`src/verilog/i2csr_consts.vh`:
```
`ifndef I2CSR_CONSTS_VH
`define I2CSR_CONSTS_VH
// How it works
// Any tracked event sets event_pending.
// Status two read or disable clears event_pending.
// Header sent sets flag; two-read plus write clears.
// Direction flag shows transmit while byte_done set.
// Start sets busy; stop or bus error clears.
// Busy frozen while disabled; software checks idle first.
// Transmit byte_done after ack clock; one-read, write clears.
// Receive byte_done after ack pulse; one-read, read clears.
// Clock line held low while byte_done set.
// Address hit sets flag, holds clock, one-read clears.
// Start request sets master; stop, loss, disable clear.
// Start generated sets flag; one-read, address write clears.
// Top three bits of status two read zero.
// No acknowledge sets failure flag; never holds clock.
// Slave stop after acknowledge sets stop flag.
// Arbitration loss sets flag, drops to slave.
// No arbitration during master receive acknowledge bit.
// Misplaced start/stop sets error; master resynchronises.
// Broadcast address sets flag if allowed; stop clears.
// Speed bit and divider survive disable.
// Data write starts transmission in transmitter role.
// Next byte received only after data read.
// One interrupt: any flag with enable set.
// Disable resets control except stop, and status except busy.
// Fixed divider formula gives bus clock ticks.

// Register offsets
`define I2CSR_OFS_CTRL 8'h18
`define I2CSR_OFS_ST1 8'h19
`define I2CSR_OFS_ST2 8'h1a
`define I2CSR_OFS_SPEED 8'h1b
`define I2CSR_OFS_DATA 8'h1e

// Control register bit positions
`define I2CSR_CR_ITE 0
`define I2CSR_CR_STOP 1
`define I2CSR_CR_ACK 2
`define I2CSR_CR_START 3
`define I2CSR_CR_BROADCAST_CALL_ALLOW 4
`define I2CSR_CR_PE 5

// Speed register fields
`define I2CSR_CCR_FAST 7
`define I2CSR_CCR_DIV_MSB 6

// Reset values
`define I2CSR_RST_CTRL 8'h00
`define I2CSR_RST_SPEED 8'h00
`define I2CSR_RST_DATA 8'h00

// Divider scaling: standard mode counts four times slower than fast mode
`define I2CSR_STD_SHIFT 2
`endif

```
`src/verilog/i2csr_regs.v`:
```
`timescale 1ns/1ps
`include "i2csr_consts.vh"

module i2csr_regs (
  input wire clk,
  input wire nrst,
  // Register port
  input wire [7:0] reg_addr,
  input wire [7:0] reg_wdata,
  input wire reg_wr,
  input wire reg_rd,
  output reg [7:0] reg_rdata,
  // Event pulses from the bit-level engine (same clock)
  input wire ev_start_gen,
  input wire ev_addr_sent,
  input wire ev_hdr_sent,
  input wire ev_tx_ack,
  input wire ev_rx_done,
  input wire [7:0] rx_byte,
  input wire ev_addr_match,
  input wire ev_gencall,
  input wire ev_nack,
  input wire ev_start_det,
  input wire ev_stop_det,
  input wire ev_arb_lost,
  input wire ev_misplaced,
  input wire rx_ack_slot,
  input wire in_tx_role,
  // Controls toward the engine
  output wire interface_on,
  output wire start_req,
  output wire stop_req,
  output wire ack_en,
  output wire scl_hold,
  output wire rx_ready,
  output reg tx_go,
  output reg [7:0] tx_byte,
  output reg scl_tick,
  output wire irq
);

  // ==========================================================
  // Registers and flags
  // ==========================================================
  reg [7:0] ctrl_r;
  reg [7:0] speed_r;
  reg [7:0] byte_buffer_r;
  reg event_pending_r;
  reg ten_bit_header_sent_r;
  reg sent_not_received_r;
  reg busy_r;
  reg byte_done_r;
  reg own_address_hit_r;
  reg controller_role_r;
  reg start_sent_flag_r;
  reg ack_failure_r;
  reg stop_seen_flag_r;
  reg lost_bus_contest_r;
  reg misplaced_condition_error_r;
  reg broadcast_address_seen_r;
  reg addr_phase_r;
  reg st1_seen_r;
  reg st2_seen_r;
  reg [8:0] div_cnt_r;

  wire pe;
  wire broadcast_call_allow;
  wire irq_allow;
  wire wr_ctrl;
  wire rd_st1;
  wire rd_st2;
  wire wr_speed;
  wire wr_data;
  wire rd_data;
  wire arb_lost_q;
  wire any_event;
  wire [7:0] status_one;
  wire [7:0] status_two;
  wire [6:0] scl_divider;
  wire fast_speed_select;
  wire [8:0] div_limit;

  // Address decode used by every access strobe
  function hit;
    input [7:0] a;
    input [7:0] ofs;
    begin
      hit = (a == ofs);
    end
  endfunction

  assign pe = ctrl_r[`I2CSR_CR_PE];
  assign broadcast_call_allow = ctrl_r[`I2CSR_CR_BROADCAST_CALL_ALLOW];
  assign irq_allow = ctrl_r[`I2CSR_CR_ITE];
  assign interface_on = pe;
  assign start_req = ctrl_r[`I2CSR_CR_START];
  assign stop_req = ctrl_r[`I2CSR_CR_STOP];
  assign ack_en = ctrl_r[`I2CSR_CR_ACK];
  assign wr_ctrl = reg_wr & hit(reg_addr, `I2CSR_OFS_CTRL);
  assign rd_st1 = reg_rd & hit(reg_addr, `I2CSR_OFS_ST1);
  assign rd_st2 = reg_rd & hit(reg_addr, `I2CSR_OFS_ST2);
  assign wr_speed = reg_wr & hit(reg_addr, `I2CSR_OFS_SPEED);
  assign wr_data = reg_wr & hit(reg_addr, `I2CSR_OFS_DATA);
  assign rd_data = reg_rd & hit(reg_addr, `I2CSR_OFS_DATA);

  // A master receiver does not arbitrate in its own acknowledge slot
  assign arb_lost_q = pe & ev_arb_lost &
    ~(controller_role_r & ~in_tx_role & rx_ack_slot);

  // Summary of every tracked event
  assign any_event = pe & (ev_tx_ack | ev_rx_done | ev_addr_match | ev_start_gen |
    ev_nack | (ev_stop_det & ack_en & ~controller_role_r) | arb_lost_q | ev_misplaced |
    ev_hdr_sent | ev_addr_sent | (ev_gencall & broadcast_call_allow));

  assign status_one = {event_pending_r, ten_bit_header_sent_r, sent_not_received_r,
    busy_r, byte_done_r, own_address_hit_r, controller_role_r, start_sent_flag_r};
  assign status_two = {3'b000, ack_failure_r, stop_seen_flag_r, lost_bus_contest_r,
    misplaced_condition_error_r, broadcast_address_seen_r};

  // Clock hold: byte, hit, start, header and address-sent flags only;
  // the error flags deliberately leave the line free
  assign scl_hold = pe & (byte_done_r | own_address_hit_r | start_sent_flag_r |
    ten_bit_header_sent_r | addr_phase_r);
  assign rx_ready = pe & ~byte_done_r;
  assign irq = irq_allow & event_pending_r;

  // ==========================================================
  // Register port: writes and one-cycle-late read data
  // ==========================================================
  always @(posedge clk or negedge nrst) begin
    if (!nrst) begin
      ctrl_r <= `I2CSR_RST_CTRL;
      speed_r <= `I2CSR_RST_SPEED;
      reg_rdata <= 8'h00;
    end else begin
      // Disable clears every control bit but the stop request
      if (wr_ctrl) begin
        ctrl_r <= {2'b00, reg_wdata[5:0]};
        if (!reg_wdata[`I2CSR_CR_PE])
          ctrl_r <= {7'h00, reg_wdata[`I2CSR_CR_STOP]} << `I2CSR_CR_STOP;
      end else if (!pe) begin
        ctrl_r <= ctrl_r & (8'h01 << `I2CSR_CR_STOP);
      end else if (ev_start_gen) begin
        ctrl_r[`I2CSR_CR_START] <= 1'b0;
      end
      // Speed setting is kept across disable
      if (wr_speed)
        speed_r <= reg_wdata;
      // Unmapped addresses read as zero
      if (reg_rd) begin
        case (reg_addr)
          `I2CSR_OFS_CTRL: reg_rdata <= ctrl_r;
          `I2CSR_OFS_ST1: reg_rdata <= status_one;
          `I2CSR_OFS_ST2: reg_rdata <= status_two;
          `I2CSR_OFS_SPEED: reg_rdata <= speed_r;
          `I2CSR_OFS_DATA: reg_rdata <= byte_buffer_r;
          default: reg_rdata <= 8'h00;
        endcase
      end else begin
        reg_rdata <= 8'h00;
      end
    end
  end

  // ==========================================================
  // Data byte and transmit kick
  // ==========================================================
  always @(posedge clk or negedge nrst) begin
    if (!nrst) begin
      byte_buffer_r <= `I2CSR_RST_DATA;
      tx_byte <= 8'h00;
      tx_go <= 1'b0;
    end else begin
      tx_go <= 1'b0;
      if (wr_data) begin
        byte_buffer_r <= reg_wdata;
        tx_byte <= reg_wdata;
        tx_go <= pe & in_tx_role;
      end else if (pe & ev_rx_done) begin
        byte_buffer_r <= rx_byte;
      end
    end
  end

  // ==========================================================
  // Read-then-access sequence trackers
  // ==========================================================
  // A status read arms the tracker; the following data access consumes it, as does a control write for status one
  always @(posedge clk or negedge nrst) begin
    if (!nrst) begin
      st1_seen_r <= 1'b0;
      st2_seen_r <= 1'b0;
    end else if (!pe) begin
      st1_seen_r <= 1'b0;
      st2_seen_r <= 1'b0;
    end else begin
      if (rd_st1)
        st1_seen_r <= 1'b1;
      else if (wr_data | rd_data | wr_ctrl)
        st1_seen_r <= 1'b0;
      if (rd_st2)
        st2_seen_r <= 1'b1;
      else if (wr_data | rd_data)
        st2_seen_r <= 1'b0;
    end
  end

  // ==========================================================
  // Status flags (an event in the clearing cycle wins)
  // ==========================================================
  always @(posedge clk or negedge nrst) begin
    if (!nrst) begin
      event_pending_r <= 1'b0;
      ten_bit_header_sent_r <= 1'b0;
      sent_not_received_r <= 1'b0;
      byte_done_r <= 1'b0;
      own_address_hit_r <= 1'b0;
      controller_role_r <= 1'b0;
      start_sent_flag_r <= 1'b0;
      ack_failure_r <= 1'b0;
      stop_seen_flag_r <= 1'b0;
      lost_bus_contest_r <= 1'b0;
      misplaced_condition_error_r <= 1'b0;
      broadcast_address_seen_r <= 1'b0;
      addr_phase_r <= 1'b0;
    end else if (!pe) begin
      // Disabled: status held in reset
      event_pending_r <= 1'b0;
      ten_bit_header_sent_r <= 1'b0;
      sent_not_received_r <= 1'b0;
      byte_done_r <= 1'b0;
      own_address_hit_r <= 1'b0;
      controller_role_r <= 1'b0;
      start_sent_flag_r <= 1'b0;
      ack_failure_r <= 1'b0;
      stop_seen_flag_r <= 1'b0;
      lost_bus_contest_r <= 1'b0;
      misplaced_condition_error_r <= 1'b0;
      broadcast_address_seen_r <= 1'b0;
      addr_phase_r <= 1'b0;
    end else begin
      // Summary flag: error clear by status two read
      if (any_event)
        event_pending_r <= 1'b1;
      else if (rd_st2 | (~byte_done_r & ~own_address_hit_r & ~start_sent_flag_r &
               ~ten_bit_header_sent_r & ~addr_phase_r & ~ack_failure_r &
               ~stop_seen_flag_r & ~lost_bus_contest_r &
               ~misplaced_condition_error_r))
        event_pending_r <= 1'b0;

      // Ten-bit header sent
      if (ev_hdr_sent)
        ten_bit_header_sent_r <= 1'b1;
      else if (st2_seen_r & wr_data)
        ten_bit_header_sent_r <= 1'b0;

      // Byte done: transmit and receive variants clear differently
      if (ev_tx_ack | ev_rx_done)
        byte_done_r <= 1'b1;
      else if (st1_seen_r & ((wr_data & sent_not_received_r) |
               (rd_data & ~sent_not_received_r)))
        byte_done_r <= 1'b0;

      // Direction flag follows byte done
      if (ev_tx_ack)
        sent_not_received_r <= 1'b1;
      else if (ev_rx_done | ev_stop_det | arb_lost_q)
        sent_not_received_r <= 1'b0;
      else if (st1_seen_r & (wr_data | rd_data))
        sent_not_received_r <= 1'b0;

      // Own address hit
      if (ev_addr_match | (ev_gencall & broadcast_call_allow))
        own_address_hit_r <= 1'b1;
      else if (rd_st1)
        own_address_hit_r <= 1'b0;

      // Role: start request makes master
      if (wr_ctrl & reg_wdata[`I2CSR_CR_START] & reg_wdata[`I2CSR_CR_PE])
        controller_role_r <= 1'b1;
      else if (ev_stop_det | arb_lost_q)
        controller_role_r <= 1'b0;

      // Start generated
      if (ev_start_gen)
        start_sent_flag_r <= 1'b1;
      else if (st1_seen_r & wr_data)
        start_sent_flag_r <= 1'b0;

      // Address sent as master; released by status one read then control write
      if (ev_addr_sent)
        addr_phase_r <= 1'b1;
      else if (st1_seen_r & wr_ctrl)
        addr_phase_r <= 1'b0;

      // Error and stop flags, all cleared by a status two read
      if (ev_nack)
        ack_failure_r <= 1'b1;
      else if (rd_st2)
        ack_failure_r <= 1'b0;
      if (ev_stop_det & ack_en & ~controller_role_r)
        stop_seen_flag_r <= 1'b1;
      else if (rd_st2)
        stop_seen_flag_r <= 1'b0;
      if (arb_lost_q)
        lost_bus_contest_r <= 1'b1;
      else if (rd_st2)
        lost_bus_contest_r <= 1'b0;
      if (ev_misplaced)
        misplaced_condition_error_r <= 1'b1;
      else if (rd_st2)
        misplaced_condition_error_r <= 1'b0;

      // Broadcast call seen only when allowed
      if (ev_gencall & broadcast_call_allow)
        broadcast_address_seen_r <= 1'b1;
      else if (ev_stop_det)
        broadcast_address_seen_r <= 1'b0;
    end
  end

  // ==========================================================
  // Bus busy: left untouched while disabled
  // ==========================================================
  // Software must confirm idle before enabling in a multimaster system
  always @(posedge clk or negedge nrst) begin
    if (!nrst) begin
      busy_r <= 1'b0;
    end else if (pe) begin
      if (ev_start_det)
        busy_r <= 1'b1;
      else if (ev_stop_det | ev_misplaced)
        busy_r <= 1'b0;
    end
  end

  // ==========================================================
  // Bus clock tick generator
  // ==========================================================
  // Tick every (divider+1) cycles in fast mode, four times that in standard
  assign scl_divider = speed_r[`I2CSR_CCR_DIV_MSB:0];
  assign fast_speed_select = speed_r[`I2CSR_CCR_FAST];
  assign div_limit = fast_speed_select ? {2'b00, scl_divider} :
    ({2'b00, scl_divider} << `I2CSR_STD_SHIFT) + 9'h003;

  always @(posedge clk or negedge nrst) begin
    if (!nrst) begin
      div_cnt_r <= 9'h000;
      scl_tick <= 1'b0;
    end else if (!pe) begin
      div_cnt_r <= 9'h000;
      scl_tick <= 1'b0;
    end else if (div_cnt_r >= div_limit) begin
      div_cnt_r <= 9'h000;
      scl_tick <= 1'b1;
    end else begin
      div_cnt_r <= div_cnt_r + 9'h001;
      scl_tick <= 1'b0;
    end
  end

endmodule

```
`config.mk`:
```
export PLATFORM = sky130hd
export DESIGN_NAME = i2csr_regs
export DESIGN_NICKNAME = d
export VERILOG_FILES = /design/src/verilog/i2csr_regs.v
export VERILOG_INCLUDE_DIRS = /design/src /design/src/verilog
export SDC_FILE = /design/constraint.sdc
export NUM_CORES = 1
export LEC_CHECK = 0
export BUFFER_PORTS_ARGS = -buffer_cell sky130_fd_sc_hd__buf_2
export CAP_MARGIN = 40
export CORE_UTILIZATION = 40
export DETAILED_ROUTE_END_ITERATION = 8
export PLACE_DENSITY = 0.69
export SKIP_LAST_GASP = 1
export SLEW_MARGIN = 20
export SYNTH_ARGS = -nofsm -noshare
export SYNTH_HDL_FRONTEND = slang
export SYNTH_SLANG_ARGS = --single-unit
```
`constraint.sdc`:
```
create_clock -name clk -period 2.45 [get_ports clk]
set_input_delay 0.1225 -clock clk [delete_from_list [all_inputs] [get_ports clk]]
set_output_delay 0.1225 -clock clk [all_outputs]
set_load 0.02 [all_outputs]
```
==> results.ini <==
[run_status]
outcome = completed

[final_layout]
area_delta_synth_final_pct = 19.1
drive_gt1_frac = 0.282
final_common_cell = buf_2
nNetsFinal = 437
final_cell_mix = 66 x buf_2, 65 x dfrtp_1, 23 x nand2_1, 22 x nor2_1, 21 x o21ai_0
fin_util = 0.488
antennaDiodeCount = 0
fin_cells = 495

[route]
drc = 0
ant_nets = 0
viasPerCell = 5.28
drt_iter0_drc = 151
drt-pass1-iter-count = 7
vias = 2616
wl_per_cell_um = 16.0
wirelength_um = 7920

[floorplan]
pin_count = 67
core_mm2 = 0.00818
rows = 33
die_h_um = 93.5
dieWidth_um = 93.5
initial_core_util = 0.410
fp.dieArea_mm2 = 0.00874

[place]
dp.cells = 478
portBuffers = 66
dpl_worst_slack_ns = 0.531
hpwlAfterDp_um = 6080
routabilityCongestion = 0.797

[worst_setup_path]
reg2reg_from = speed_r[7]
crit_start = speed_r[7]
crit_required_ns = 2.72
worstReg2RegEnd = div_cnt_r[3]
critPathMaxFanout = 11
setup.worst_path.end_class = flop
cp-endpoint = div_cnt_r[3]
cp-start-kind = flop
worstSetupPathType = reg2reg
r2r_slack_ns = 0.53
reg2regPathDepth = 7
arrival_ns = 2.19

[synth]
synth-seq-area-share = 0.486
synth_cell_type_count = 50
ys_ff_latch = 65
syn-num-nets = 365
synth_area_mm2 = 0.00335
synth-edff-count = 0
synthFlopType = dfrtp_1
async_reset_ff_frac = 1.00
yosys_warnings = 0
synthCells = 313
syn_avg_cell_area_um2 = 10.7

[clock_tree]
cts-buffers-inserted = 9
cts_root_buf = clkbuf_8
clk_pin_slew_ns = 0.07
h-tree-depth = 3
clkLatencyLatePin_ns = 0.34
cts_buffer_depth = 2
post_cts_buffers = 0
clock-sinks = 65
cts_tree = yes

[sta]
fmax_mhz = 520
min_period_over_period = 0.786
setup_tns_ns = 0
relSlewSlack = 0.540
setup_viol = 0
hold_viol = 0
clock-skew-final_ns = 0.00745
fin_ws_ns = 0.525
finalCriticalPeriod_ns = 1.92
tightest_slew_ns = 0.690
final_max_slew_viol_count = 0
rsz0062_at_grt = false

[power]
powerDensity_mw_per_mm2 = 577
ir_drop_mv = 0.330
p_total_uw = 2300
power.leakage_uw = 0.00196

[grt]
grt_pass1_wl_um = 13000
grt_use_total = 0.196
grt_start_max_net_pins = 37
grt_pass1_vias = 2587
overflow = 0
antenna_found_initial = 0

[min_path]
hp-class = in2reg

[run]
drv_cap = 0

## cells in the mapped netlist (3+ instances only)
cell,number,area share
dfrtp_1,65,0.49
nand2_1,23,0.026
nor2_1,22,0.025
o21ai_0,21,0.031
mux2i_1,19,0.057
mux2_2,16,0.054
inv_1,12,0.013
ha_1,10,0.037
nand2b_1,8,0.015
nand3_1,7,0.010
nand4_1,7,0.013
nor2b_1,7,0.013
a21oi_1,6,0.0090
clkbuf_1,6,0.0067
o2bb2ai_1,6,0.016
a21boi_0,5,0.011
a22oi_1,5,0.011
and3_1,4,0.0075
buf_2,4,0.0060
o21ai_1,4,0.0060
xnor2_1,4,0.010
a22o_1,3,0.0078
a31oi_1,3,0.0056
and2_1,3,0.0056
nor3_1,3,0.0045
o211ai_1,3,0.0067
or4_1,3,0.0067
xor2_1,3,0.0078
## cell type report
class / count / area, um2
fillers: 789 / 4190
flip-flops and latches: 65 / 1630
multi-input cells: 223 / 1610
repair buffers: 74 / 405
clock buffers: 13 / 159
well taps: 105 / 131
inverters: 12 / 45.0
clock inverters: 3 / 15.0
## cells by family after synthesis
group                      share of synthesized area
and+or+nand+nor                                0.178
muxes                                          0.111
adders and majority gates                     0.0374
buffers and inverters                         0.0351
DFF                                            0.486
AOI/OAI and AO/OA                              0.135
xor gates and xnor gates                      0.0183
## layer usage
metal / global-route usage / routed length [um] / part of all wire / vias to the layer above
met2: 0.293 / 3470 / 0.44 / 94
met4: 0.0756 / 188 / 0.024 / 0
met1: 0.281 / 3820 / 0.48 / 1226
met3: 0.0382 / 440 / 0.056 / 16
li1: - / - / - / 1280
met5: 0 / 0 / 0 / -
## through the flow
step,hold WS (ns),area [um2]
after floorplan,-0.173,3350
after global placement,0.199,3800
after detailed placement,0.208,3800
after CTS,0.0224,3990
after global routing,0.0270,3990
final,0.0332,3990
## registers in the layout, summed over array words and instances, names as in the netlist, 6 cells and up
name and flops:
reg_rdata 8, tx_byte 8, byte_buffer_r 8, div_cnt_r 9
ctrl_r 6, speed_r 8
## worst max-delay path, cell delays in order, from the launching register on
cell and delay, ns:
dfrtp_1 0.56, mux2i_1 0.25, ha_1 0.26, a21o_1 0.16
a31oi_1 0.21, o211ai_1 0.13, buf_4 0.18, nor2_1 0.11
## worst min path at each step
stage | startpoint | to | slack (ns) | cells after the start
floorplan | nrst | ack_failure_r | -0.17 | 0
global placement | nrst | sent_not_received_r | 0.20 | 1
detailed placement | nrst | sent_not_received_r | 0.21 | 1
CTS | ev_start_det | busy_r | 0.02 | 2
global route | ev_start_det | busy_r | 0.03 | 2
finish | ev_start_det | busy_r | 0.03 | 2
## power breakdown
part	total [uW]	switching, uW	internal [uW]	leakage, uW
Sequential	1200	59.5	1140	0.000858
Clock	802	384	418	0.0000932
Combinational	294	162	132	0.00101
## what timing repair did
item,CTS,global route
resized for setup,0,0
hold buffers,1,0
hold endpoints to repair,29,0
(Power assumes the default switching activity.)
